**src/rtl/rst_seq_pkg.sv**
```systemverilog
// Constants shared by the display hardware reset sequencer and its pin filter.
// Assumes a single 100 MHz system clock.
package rst_seq_pkg;
    localparam int CLOCK_HZ            = 100_000_000;
    // Pulse widths on the reset pin, in microseconds
    localparam int REJECT_TIME_US      = 5;
    localparam int FULL_RESET_TIME_US  = 9;
    localparam int ASSERT_TIME_US      = 7;
    localparam int RELEASE_TIME_US     = 5;
    // Cancel intervals and sleep-exit hold-off, in milliseconds
    localparam int CANCEL_SLEEP_IN_MS  = 5;
    localparam int CANCEL_SLEEP_OUT_MS = 120;
    localparam int SLEEP_EXIT_WAIT_MS  = 120;
    // Derived cycle counts; minimum times round up, maximum times round down
    localparam int REJECT_CYCLES       = (REJECT_TIME_US * (CLOCK_HZ / 1000) + 999) / 1000;
    localparam int FULL_RESET_CYCLES   = (FULL_RESET_TIME_US * (CLOCK_HZ / 1000)) / 1000;
    localparam int ASSERT_CYCLES       = (ASSERT_TIME_US * (CLOCK_HZ / 1000) + 999) / 1000;
    localparam int RELEASE_CYCLES      = (RELEASE_TIME_US * (CLOCK_HZ / 1000) + 999) / 1000;
    localparam int CANCEL_SLEEP_IN_CYCLES  = int'(longint'(CANCEL_SLEEP_IN_MS) * CLOCK_HZ / 1000);
    localparam int CANCEL_SLEEP_OUT_CYCLES = int'(longint'(CANCEL_SLEEP_OUT_MS) * CLOCK_HZ / 1000);
    localparam int SLEEP_EXIT_CYCLES   = int'(longint'(SLEEP_EXIT_WAIT_MS) * CLOCK_HZ / 1000);
    // Widths
    localparam int FILTER_W            = 10;
    localparam int RUN_W               = 11;
    localparam int INTERVAL_W          = 24;
    // Reset values
    localparam logic SLEEP_OUT_RESET   = 1'b0;
endpackage

```
**src/rtl/display_hw_reset_sequencer.sv**
```systemverilog
// Hardware reset sequencer of a display controller: pin filtering, blanking,
// settings reload and the command hold-off after release.
// Assumes the reset pin is asynchronous and all other inputs are on CLOCK.
module display_hw_reset_sequencer #(
    parameter int CANCEL_SLEEP_IN_CYCLES  = rst_seq_pkg::CANCEL_SLEEP_IN_CYCLES,
    parameter int CANCEL_SLEEP_OUT_CYCLES = rst_seq_pkg::CANCEL_SLEEP_OUT_CYCLES,
    parameter int SLEEP_EXIT_CYCLES       = rst_seq_pkg::SLEEP_EXIT_CYCLES
) (
    input  wire logic CLOCK,
    input  wire logic RST,
    input  wire logic HW_RESET_PIN_N,
    input  wire logic SLEEP_OUT_MODE,
    input  wire logic CMD_VALID,
    input  wire logic CMD_IS_SLEEP_EXIT,
    output logic      CMD_ACCEPT,
    output logic      RESET_ACTIVE,
    output logic      REGS_DEFAULT,
    output logic      DISPLAY_BLANK,
    output logic      NVM_LOAD_START
);
    localparam int IW = rst_seq_pkg::INTERVAL_W;
    localparam int RW = rst_seq_pkg::RUN_W;
    // Pin edges reach pin_s2 two clocks late; the limits give that time back
    localparam int LAG = 2;

    typedef enum logic [1:0] {RUN, HOLD, CANCEL} state_t;

    logic          pin_s1;
    logic          pin_s2;
    logic          filt_n;
    state_t        state;
    state_t        next_state;
    logic          sleep_out;
    logic          next_sleep_out;
    logic [IW-1:0] since_release;
    logic [IW-1:0] next_since_release;
    logic          load_start;
    logic          next_load_start;
    logic [IW-1:0] cancel_limit;
    logic          exit_open;

    // Two flops before the filter; the pin is not on CLOCK
    always_ff @(posedge CLOCK or posedge RST)
    begin
        if (RST)
        begin
            pin_s1 <= 1'b1;
            pin_s2 <= 1'b1;
        end
        else
        begin
            pin_s1 <= HW_RESET_PIN_N;
            pin_s2 <= pin_s1;
        end
    end

    pin_spike_filter #(
        .ASSERT_CYCLES  (rst_seq_pkg::ASSERT_CYCLES),
        .RELEASE_CYCLES (rst_seq_pkg::RELEASE_CYCLES),
        .W              (rst_seq_pkg::FILTER_W)
    ) u_filter (
        .clock      (CLOCK),
        .rst        (RST),
        .pin_n      (pin_s2),
        .filtered_n (filt_n)
    );

    // Counts start at the synchronised pin rise, so both limits are short by LAG
    assign cancel_limit = sleep_out ? IW'(CANCEL_SLEEP_OUT_CYCLES - 1 - LAG)
                                    : IW'(CANCEL_SLEEP_IN_CYCLES - 1 - LAG);
    assign exit_open    = (since_release >= IW'(SLEEP_EXIT_CYCLES - LAG));

    // Power-up is treated as a release from sleep-in, so settings load then too
    always_comb
    begin
        next_state         = state;
        next_sleep_out     = sleep_out;
        next_load_start    = 1'b0;
        next_since_release = since_release;
        if (since_release != {IW{1'b1}})
        begin
            next_since_release = since_release + IW'(1);
        end
        case (state)
            RUN:
            begin
                if (!filt_n)
                begin
                    next_state     = HOLD;
                    next_sleep_out = SLEEP_OUT_MODE;
                end
            end
            HOLD:
            begin
                // Timed from the last low sample, so filter delay is not charged to the host
                if (!pin_s2)
                begin
                    next_since_release = '0;
                end
                if (filt_n)
                begin
                    next_state      = CANCEL;
                    next_load_start = 1'b1;
                end
            end
            default:
            begin
                if (!filt_n)
                begin
                    next_state = HOLD;
                end
                else if (since_release >= cancel_limit)
                begin
                    next_state     = RUN;
                    next_sleep_out = rst_seq_pkg::SLEEP_OUT_RESET;
                end
            end
        endcase
    end

    always_ff @(posedge CLOCK or posedge RST)
    begin
        if (RST)
        begin
            state         <= CANCEL;
            sleep_out     <= rst_seq_pkg::SLEEP_OUT_RESET;
            since_release <= '0;
            load_start    <= 1'b1;
        end
        else
        begin
            state         <= next_state;
            sleep_out     <= next_sleep_out;
            since_release <= next_since_release;
            load_start    <= next_load_start;
        end
    end

    // Sleep-exit gate protects the panel if the host ignores its hold-off
    assign CMD_ACCEPT     = CMD_VALID && (state == RUN)
                            && (!CMD_IS_SLEEP_EXIT || exit_open);
    assign RESET_ACTIVE   = (state == HOLD);
    assign REGS_DEFAULT   = (state != RUN);
    assign DISPLAY_BLANK  = (state != RUN);
    assign NVM_LOAD_START = load_start;

    // Helper run lengths of the synchronised pin, for checking only
    logic [RW-1:0] low_run;
    logic [RW-1:0] high_run;
    always_ff @(posedge CLOCK or posedge RST)
    begin
        if (RST)
        begin
            low_run  <= '0;
            high_run <= '0;
        end
        else
        begin
            low_run  <= pin_s2 ? '0 : ((&low_run) ? low_run : low_run + RW'(1));
            high_run <= !pin_s2 ? '0 : ((&high_run) ? high_run : high_run + RW'(1));
        end
    end

    a_spike_reject: assert property (@(posedge CLOCK) disable iff (RST)
        $fell(filt_n) |-> (low_run >= RW'(rst_seq_pkg::REJECT_CYCLES)))
        else $error("reset taken from a pulse shorter than the reject time");
    a_long_pulse_reset: assert property (@(posedge CLOCK) disable iff (RST)
        (low_run >= RW'(rst_seq_pkg::FULL_RESET_CYCLES)) |-> (state == HOLD))
        else $error("long low pulse did not reset");
    a_glitch_hold: assert property (@(posedge CLOCK) disable iff (RST)
        $rose(filt_n) |-> (high_run >= RW'(rst_seq_pkg::RELEASE_CYCLES)))
        else $error("reset ended by a short high glitch");
    a_reload_on_release: assert property (@(posedge CLOCK) disable iff (RST)
        (state == HOLD && filt_n) |=> (NVM_LOAD_START && state == CANCEL) ##1 !NVM_LOAD_START)
        else $error("settings reload not started on release");
    a_cancel_bound: assert property (@(posedge CLOCK) disable iff (RST)
        (state == CANCEL) |-> (since_release <= cancel_limit))
        else $error("cancel interval overran its limit");
    a_blank_hold: assert property (@(posedge CLOCK) disable iff (RST)
        (state == CANCEL && filt_n && since_release == cancel_limit)
        |=> (!DISPLAY_BLANK && !sleep_out))
        else $error("blanking did not end in default state");
    a_cmd_ignored: assert property (@(posedge CLOCK) disable iff (RST)
        (CMD_VALID && (REGS_DEFAULT || RESET_ACTIVE)) |-> !CMD_ACCEPT)
        else $error("command taken during reset");
    a_exit_holdoff: assert property (@(posedge CLOCK) disable iff (RST)
        (CMD_ACCEPT && CMD_IS_SLEEP_EXIT) |-> (since_release >= IW'(SLEEP_EXIT_CYCLES - LAG)))
        else $error("sleep exit taken too early");
    a_sleep_capture: assert property (@(posedge CLOCK) disable iff (RST)
        ($rose(RESET_ACTIVE) && $past(state) == RUN) |-> (sleep_out == $past(SLEEP_OUT_MODE)))
        else $error("sleep mode not captured at reset entry");
    a_load_after_hold: assert property (@(posedge CLOCK) disable iff (RST)
        (NVM_LOAD_START && !$past(RST)) |-> ($past(state) == HOLD))
        else $error("settings reload started outside a release");
    a_pin_low_blank: assert property (@(posedge CLOCK) disable iff (RST)
        (low_run >= RW'(rst_seq_pkg::FULL_RESET_CYCLES))
        |-> (REGS_DEFAULT && DISPLAY_BLANK && !CMD_ACCEPT))
        else $error("registers not held default while the pin is low");
    a_hold_on_low: assert property (@(posedge CLOCK) disable iff (RST)
        (state == HOLD && !filt_n && !pin_s2) |=> (state == HOLD))
        else $error("reset left while the pin was still low");

    // Main scenarios

    c_reset_pulse: cover property (@(posedge CLOCK) disable iff (RST)
        state == HOLD ##1 state == CANCEL);
    c_sleep_out_reset: cover property (@(posedge CLOCK) disable iff (RST)
        $rose(state == HOLD) && SLEEP_OUT_MODE);
    c_spike: cover property (@(posedge CLOCK) disable iff (RST)
        $rose(pin_s2) && low_run > RW'(0) && filt_n);
    c_exit_cmd: cover property (@(posedge CLOCK) disable iff (RST)
        CMD_ACCEPT && CMD_IS_SLEEP_EXIT);
    c_glitch_in_reset: cover property (@(posedge CLOCK) disable iff (RST)
        (state == HOLD) && pin_s2 && (high_run == RW'(100)));
endmodule // display_hw_reset_sequencer

```
**src/rtl/pin_spike_filter.sv**
```systemverilog
// Debounce filter for the synchronised, active-low reset pin level.
// Assumes its input is already in the CLOCK domain.
module pin_spike_filter #(
    parameter int ASSERT_CYCLES  = rst_seq_pkg::ASSERT_CYCLES,
    parameter int RELEASE_CYCLES = rst_seq_pkg::RELEASE_CYCLES,
    parameter int W              = rst_seq_pkg::FILTER_W
) (
    input  wire logic clock,
    input  wire logic rst,
    input  wire logic pin_n,
    output logic      filtered_n
);
    logic [W-1:0] run;
    logic [W-1:0] next_run;
    logic         next_filtered_n;

    // A level must differ from the filtered state for the full count to flip it
    always_comb
    begin
        next_run        = '0;
        next_filtered_n = filtered_n;
        if (pin_n != filtered_n)
        begin
            next_run = run + W'(1);
            if (filtered_n && (run == W'(ASSERT_CYCLES - 1)))
            begin
                next_filtered_n = 1'b0;
                next_run        = '0;
            end
            else if (!filtered_n && (run == W'(RELEASE_CYCLES - 1)))
            begin
                next_filtered_n = 1'b1;
                next_run        = '0;
            end
        end
    end

    always_ff @(posedge clock or posedge rst)
    begin
        if (rst)
        begin
            run        <= '0;
            filtered_n <= 1'b1;
        end
        else
        begin
            run        <= next_run;
            filtered_n <= next_filtered_n;
        end
    end
endmodule // pin_spike_filter

```
**config.mk**
```make
export PLATFORM = sky130hd
export DESIGN_NAME = display_hw_reset_sequencer
export DESIGN_NICKNAME = d
export VERILOG_FILES = /design/src/rtl/rst_seq_pkg.sv /design/src/rtl/display_hw_reset_sequencer.sv /design/src/rtl/pin_spike_filter.sv
export SDC_FILE = /design/constraint.sdc
export NUM_CORES = 1
export LEC_CHECK = 0
export BUFFER_PORTS_ARGS = -buffer_cell sky130_fd_sc_hd__buf_2
export CORE_MARGIN = 2
export CORE_UTILIZATION = 50
export DETAILED_ROUTE_END_ITERATION = 10
export GPL_ROUTABILITY_DRIVEN = 0
export GPL_TIMING_DRIVEN = 0
export PLACE_DENSITY = 0.67
export SLEW_MARGIN = 0
export SYNTH_ARGS = -nofsm -noshare
export SYNTH_HDL_FRONTEND = slang
export SYNTH_SLANG_ARGS = --single-unit
```
**constraint.sdc**
```tcl
create_clock -name CLOCK -period 4.92 [get_ports CLOCK]
set_input_delay 0.492 -clock CLOCK [delete_from_list [all_inputs] [get_ports CLOCK]]
set_output_delay 0.492 -clock CLOCK [all_outputs]
set_load 0.01 [all_outputs]
```
## Word-level counts from Yosys, hierarchy flattened

Cells that the tools add are included.

- Register bits after elaboration: 41
- Latch bits: 0
- Bits in writable memories: 0
- ROM bits: 0
- Input bits: 6
- Output and inout port bits: 5
- Logic and storage cells: 56
- Memories: 0

- $add $sub $neg: 2
- $mul: 0
- Divide/modulo/power cells: 0
- $lt $le $gt $ge: 2
- Eq/ne operators: 8
- Shift operators: 0
- Multiplexer cells: 20
- Bitwise operators: 1
- Reductions and logical operators: 15

Operators with widths:

| cell | count |
|---|---|
| $mux W24 | 4 |
| $mux W10 | 3 |
| $add A24 B1 Y24 const B | 1 |
| $ge A24 B24 Y1 | 1 |
| $ge A24 B24 Y1 const B | 1 |
| $ne A24 B24 Y1 const B | 1 |
| $add A10 B1 Y10 const B | 1 |
| $eq A10 B10 Y1 const B | 1 |
| $eq A10 B9 Y1 const B | 1 |
| $mux W2 | 4 |
| $reduce_bool A2 Y1 | 4 |
| $mux W1 | 7 |
| $logic_and A1 B1 Y1 | 4 |
| $pmux W2 S2 | 1 |
| $reduce_and A4 Y1 | 1 |
| $ne A3 B3 Y1 const B | 1 |
| $reduce_and A3 Y1 | 1 |
| $eq A2 B1 Y1 const B | 1 |
| $logic_not A1 Y1 | 2 |
| $logic_not A2 Y1 | 1 |
| $ne A2 B1 Y1 const B | 1 |
| $ne A2 B2 Y1 const B | 1 |
| $pmux W1 S2 | 1 |
| $reduce_and A2 Y1 | 1 |
| 3 further kinds | 3 |

## Longest topological paths before layout

- Depth in word-level cells: 5
- Gate-level depth with buffers: 7
- Depth with buffers taken out: 7

## Cells and area by module

Synthesis repeated with hierarchy kept, for this count alone.

- Cells, all modules: 274
- Area total of the unflattened synthesis: 2675.1 sq um

By module, submodules not included:

| module | times used | cells each | area an instance (sq um) |
|---|---|---|---|
| display_hw_reset_sequencer | 1 | 217 | 2057.0 |
| pin_spike_filter | 1 | 57 | 618.1 |

## Worst setup path after synthesis

Ideal clock, no wire load.

- Path type: register to output
- Start: reg since_release[0]
- End: out CMD_ACCEPT
- Arrival: 1480 ps
- Setup slack: 2948 ps
- Cell stages (with the launch flop): 7
- Path buffers: 0
- Cells stage by stage: dfrtp_1 > inv_1 > ha_1 > o211ai_1 > o21ai_0 > a211oi_1 > o41ai_1

- Word-level cells in the longest chain between the ends: 3

RTL lines:

| what | RTL line | text |
|---|---|---|
| start, declared | display_hw_reset_sequencer.sv:35 | `logic [IW-1:0] since_release;` |
| start signal, assigned | display_hw_reset_sequencer.sv:134 | `since_release <= next_since_release;` |
| $ge A24 B24 Y1 | display_hw_reset_sequencer.sv:71 | `assign exit_open = (since_release >= IW'(SLEEP_EXIT_CYCLES - LAG));` |
| $logic_or A1 B1 Y1 | display_hw_reset_sequencer.sv:141 | `&& (!CMD_IS_SLEEP_EXIT \|\| exit_open);` |
| $logic_and A1 B1 Y1 | display_hw_reset_sequencer.sv:141 |  |
| end, declared | display_hw_reset_sequencer.sv:15 | `output logic CMD_ACCEPT,` |

Every way passes these cells.

## Final worst setup path

- Start: reg sleep_out
- End: reg state[0]

- Word-level cells in the longest chain between the ends: 4

RTL lines:

| what | RTL line | text |
|---|---|---|
| start, declared | display_hw_reset_sequencer.sv:33 | `logic sleep_out;` |
| start signal, assigned | display_hw_reset_sequencer.sv:126 | `sleep_out <= rst_seq_pkg::SLEEP_OUT_RESET;` |
| start signal, assigned | display_hw_reset_sequencer.sv:133 | `sleep_out <= next_sleep_out;` |
| $mux W24 | display_hw_reset_sequencer.sv:69 | `assign cancel_limit = sleep_out ? IW'(CANCEL_SLEEP_OUT_CYCLES - 1 - LAG)` |
| $ge A24 B24 Y1 | display_hw_reset_sequencer.sv:112 | `else if (since_release >= cancel_limit)` |
| $ne A3 B3 Y1 (no line) | - |  |
| $reduce_and A3 Y1 (no line) | - |  |
| end signal, assigned | display_hw_reset_sequencer.sv:132 | `state <= next_state;` |
| end, declared | display_hw_reset_sequencer.sv:31 | `state_t state;` |

Every way passes these cells.
A chain may end at the register's enable or synchronous reset.

==> reports/qor.yml <==
synth_edf_count: 0
setup_viol_count_final: 0
vias: 1968
worstPathMaxFanout: 9
via_per_inst: 5.50
peakVddDrop_mv: 0.130
drv_slew: 0
grt_pass1_vias: 1841
die_area_um2: 5690
min_path_type: "in -> reg"
first_pass_iters: 4
maxCapViolations: 0
yosys_warnings: 0
clk_pin_slew_worst_paths_ns: 0.09
post-dp-hpwl_um: 3720
ys_seq_area_share_pct: 40.4
cts_max_path_buffers: 2
die_w_um: 75.5
skew_ns: 0.00753
cts_made_buffers: 5
setup_ws_ns: 2.43
r2r_start: "sleep_out$_DFFE_PP0P_"
r2r_end: "state[0]$_DFFE_PP0P_"
grt_overflow: 0
ant_nets: 0
startpoint_type: "flip-flop"
regToRegSetupSlack_ns: 2.43
h-tree-depth: 2
area_growth_pct: 8.92
fillers: 492
io_pins: 11
die_h_um: 75.5
drive_gt1_share_pct: 15.3
placed_cells: 350
grtUsageTotal_pct: 20.3
tightestPinTransition_ns: 0.851
slew_headroom_pct: 43.2
dpl_cell_area_um2: 2690
end_kind: "flip-flop"
antenna_cells: 0
crit_path_end: "state[0]$_DFFE_PP0P_"
fin_nets: 310
synth_cell_type_count: 48
yosys_register_bits: 41
critPathRequiredTime_ns: 5.08
antenna_found_initial: 0
final.setup.tns_ns: 0
dp_slack_ns: 2.46
status: "finished, final reports clean"
numClockSinks: 41
min_period_over_period_pct: 50.6
critical_path_class: "reg -> reg"
grt_setup_unrepaired: "false"
synthArstFlopShare_pct: 100
fin_crit_ns: 2.49
cts_tree: "yes"
wl_um: 5100
fmax_mhz: 401
synth_ff_type: "dfrtp_1"
drc: 0
stdcell_count: 358
total_power_w: 0.000614
syn_inst: 270
clock_latency_ns: 0.30
wl_per_cell_um: 14.3
leakagePower_nw: 1.22
clockRootBuffer: "clkbuf_8"
cts_hold_buf: 0
grt_pass1_wl_um: 8720
initial_core_util_pct: 51.0
hold_violations: 0
grt_max_degree: 42
postCtsResizedCells: 0
drtIter0Drc: 147
syn_avg_cell_area_um2: 9.46
synthesis.area_um2: 2550
critical_path_arrival_ns: 2.66
finish.instance_area_um2: 2780
synth_nets: 293
core_area_um2: 5010
worst_r2r_path_depth: 7
powerDensity_nw_per_um2: 221
num_rows: 26
port_buffers: 10
post-cts-setup-buffer-count: 0
crit_path_start: "sleep_out$_DFFE_PP0P_"
[Yosys cell counts, types with 4 or more instances]
cell type | instances | area share (%)
dfrtp_1 | 36 | 35
clkbuf_1 | 4 | 0.59
ha_1 | 17 | 8.3
nand4b_1 | 5 | 1.7
dfstp_2 | 5 | 5.1
a211oi_1 | 7 | 2.1
xnor2_1 | 21 | 7.2
buf_4 | 4 | 1.2
inv_1 | 11 | 1.6
a21oi_1 | 13 | 2.5
xor2_1 | 9 | 3.1
nand3_1 | 19 | 3.7
nand2_1 | 17 | 2.5
nand4_1 | 9 | 2.2
nor2_1 | 43 | 6.3
[cell usage in the layout, fill, tap and decap left out, types with 2 or more instances in the layout]
| cell | n |
|---|---|
| nor2_1 | 43 |
| dfrtp_1 | 36 |
| xnor2_1 | 21 |
| nand3_1 | 19 |
| nand2_1 | 17 |
| ha_1 | 17 |
| a21oi_1 | 13 |
| buf_2 | 12 |
| inv_1 | 10 |
| nand4_1 | 9 |
| xor2_1 | 9 |
| a211oi_1 | 7 |
| clkbuf_8 | 6 |
| dfstp_2 | 5 |
| nand4b_1 | 5 |
| buf_4 | 4 |
| clkbuf_1 | 4 |
| and3_1 | 3 |
| o21ai_0 | 3 |
| a211oi_2 | 3 |
| a2111oi_0 | 2 |
| a211o_1 | 2 |
| o31ai_1 | 2 |
| nand2b_1 | 2 |
| nor2b_1 | 2 |
| nor3_1 | 2 |
| or4_1 | 2 |
| buf_6 | 2 |
| and4_1 | 2 |
| o41ai_1 | 2 |
[sequential cells by signal, indices dropped and copies added (netlist names)]
name,count
NVM_LOAD_START,1
pin_s1,1
pin_s2,1
since_release,24
sleep_out,1
state,2
u_filter.filtered_n,1
u_filter.run,10
[area by class of cell]
cell class	count	area, um2	share of cell area, %
Inverter	11	41.3	1.48
Timing Repair Buffer	10	50.0	1.80
Sequential cell	41	1030	37.1
Buffer	14	98.8	3.55
Tap cell	70	87.6	3.15
Clock buffer	5	68.8	2.47
Multi-Input combinational cell	204	1380	49.7
Clock inverter	3	21.3	0.765
[cell families after synthesis]
logic type                 Yosys count  synth area share [%]
AOI/OAI and AO/OA                   41                  11.6
buffers and inverters               25                  5.49
muxes                                1                 0.441
adders and majority gates           17                  8.33
xor gates and xnor gates            30                  10.3
and+or+nand+nor                    115                  23.5
DFF                                 41                  40.4
[per-layer routing]
metal	part of all wire, %	track usage [%]	vias up
li1	-	-	988
met1	49	27.8	954
met2	47	32.0	16
met3	2.1	3.57	10
met4	1.7	7.99	0
met5	0	0	-
[power breakdown]
part           switching (W)  internal [W]
Sequential        0.00000563      0.000343
Clock               0.000129      0.000101
Combinational      0.0000234     0.0000118
Total               0.000159      0.000455
[worst max-delay path, cell delays in order, from the launching register on]
cell and delay, ns:
dfrtp_1 0.46, inv_1 0.24, ha_1 0.37, and3_1 0.16
nand4_1 0.12, a2111oi_0 0.64, o211a_1 0.27, o21ai_0 0.10
[stage by stage]
step                hold WS (ns)  utilization [%]
finish                     0.277             55.5
global route               0.264             55.5
detailed placement         0.359             53.7
CTS                        0.265             55.5
floorplan                  0.345                -
global placement           0.346             53.7
[worst min-delay path by stage]
stage / from / end / cells past startpoint
after floorplan: pin_s1$_DFF_PP1_ / pin_s2$_DFF_PP1_ / 0
after global placement: pin_s1$_DFF_PP1_ / pin_s2$_DFF_PP1_ / 0
after detailed placement: pin_s1$_DFF_PP1_ / pin_s2$_DFF_PP1_ / 0
after CTS: HW_RESET_PIN_N / pin_s1$_DFF_PP1_ / 1
after global routing: HW_RESET_PIN_N / pin_s1$_DFF_PP1_ / 1
final: HW_RESET_PIN_N / pin_s1$_DFF_PP1_ / 1
No activity file was read; power rests on OpenSTA's default activity.
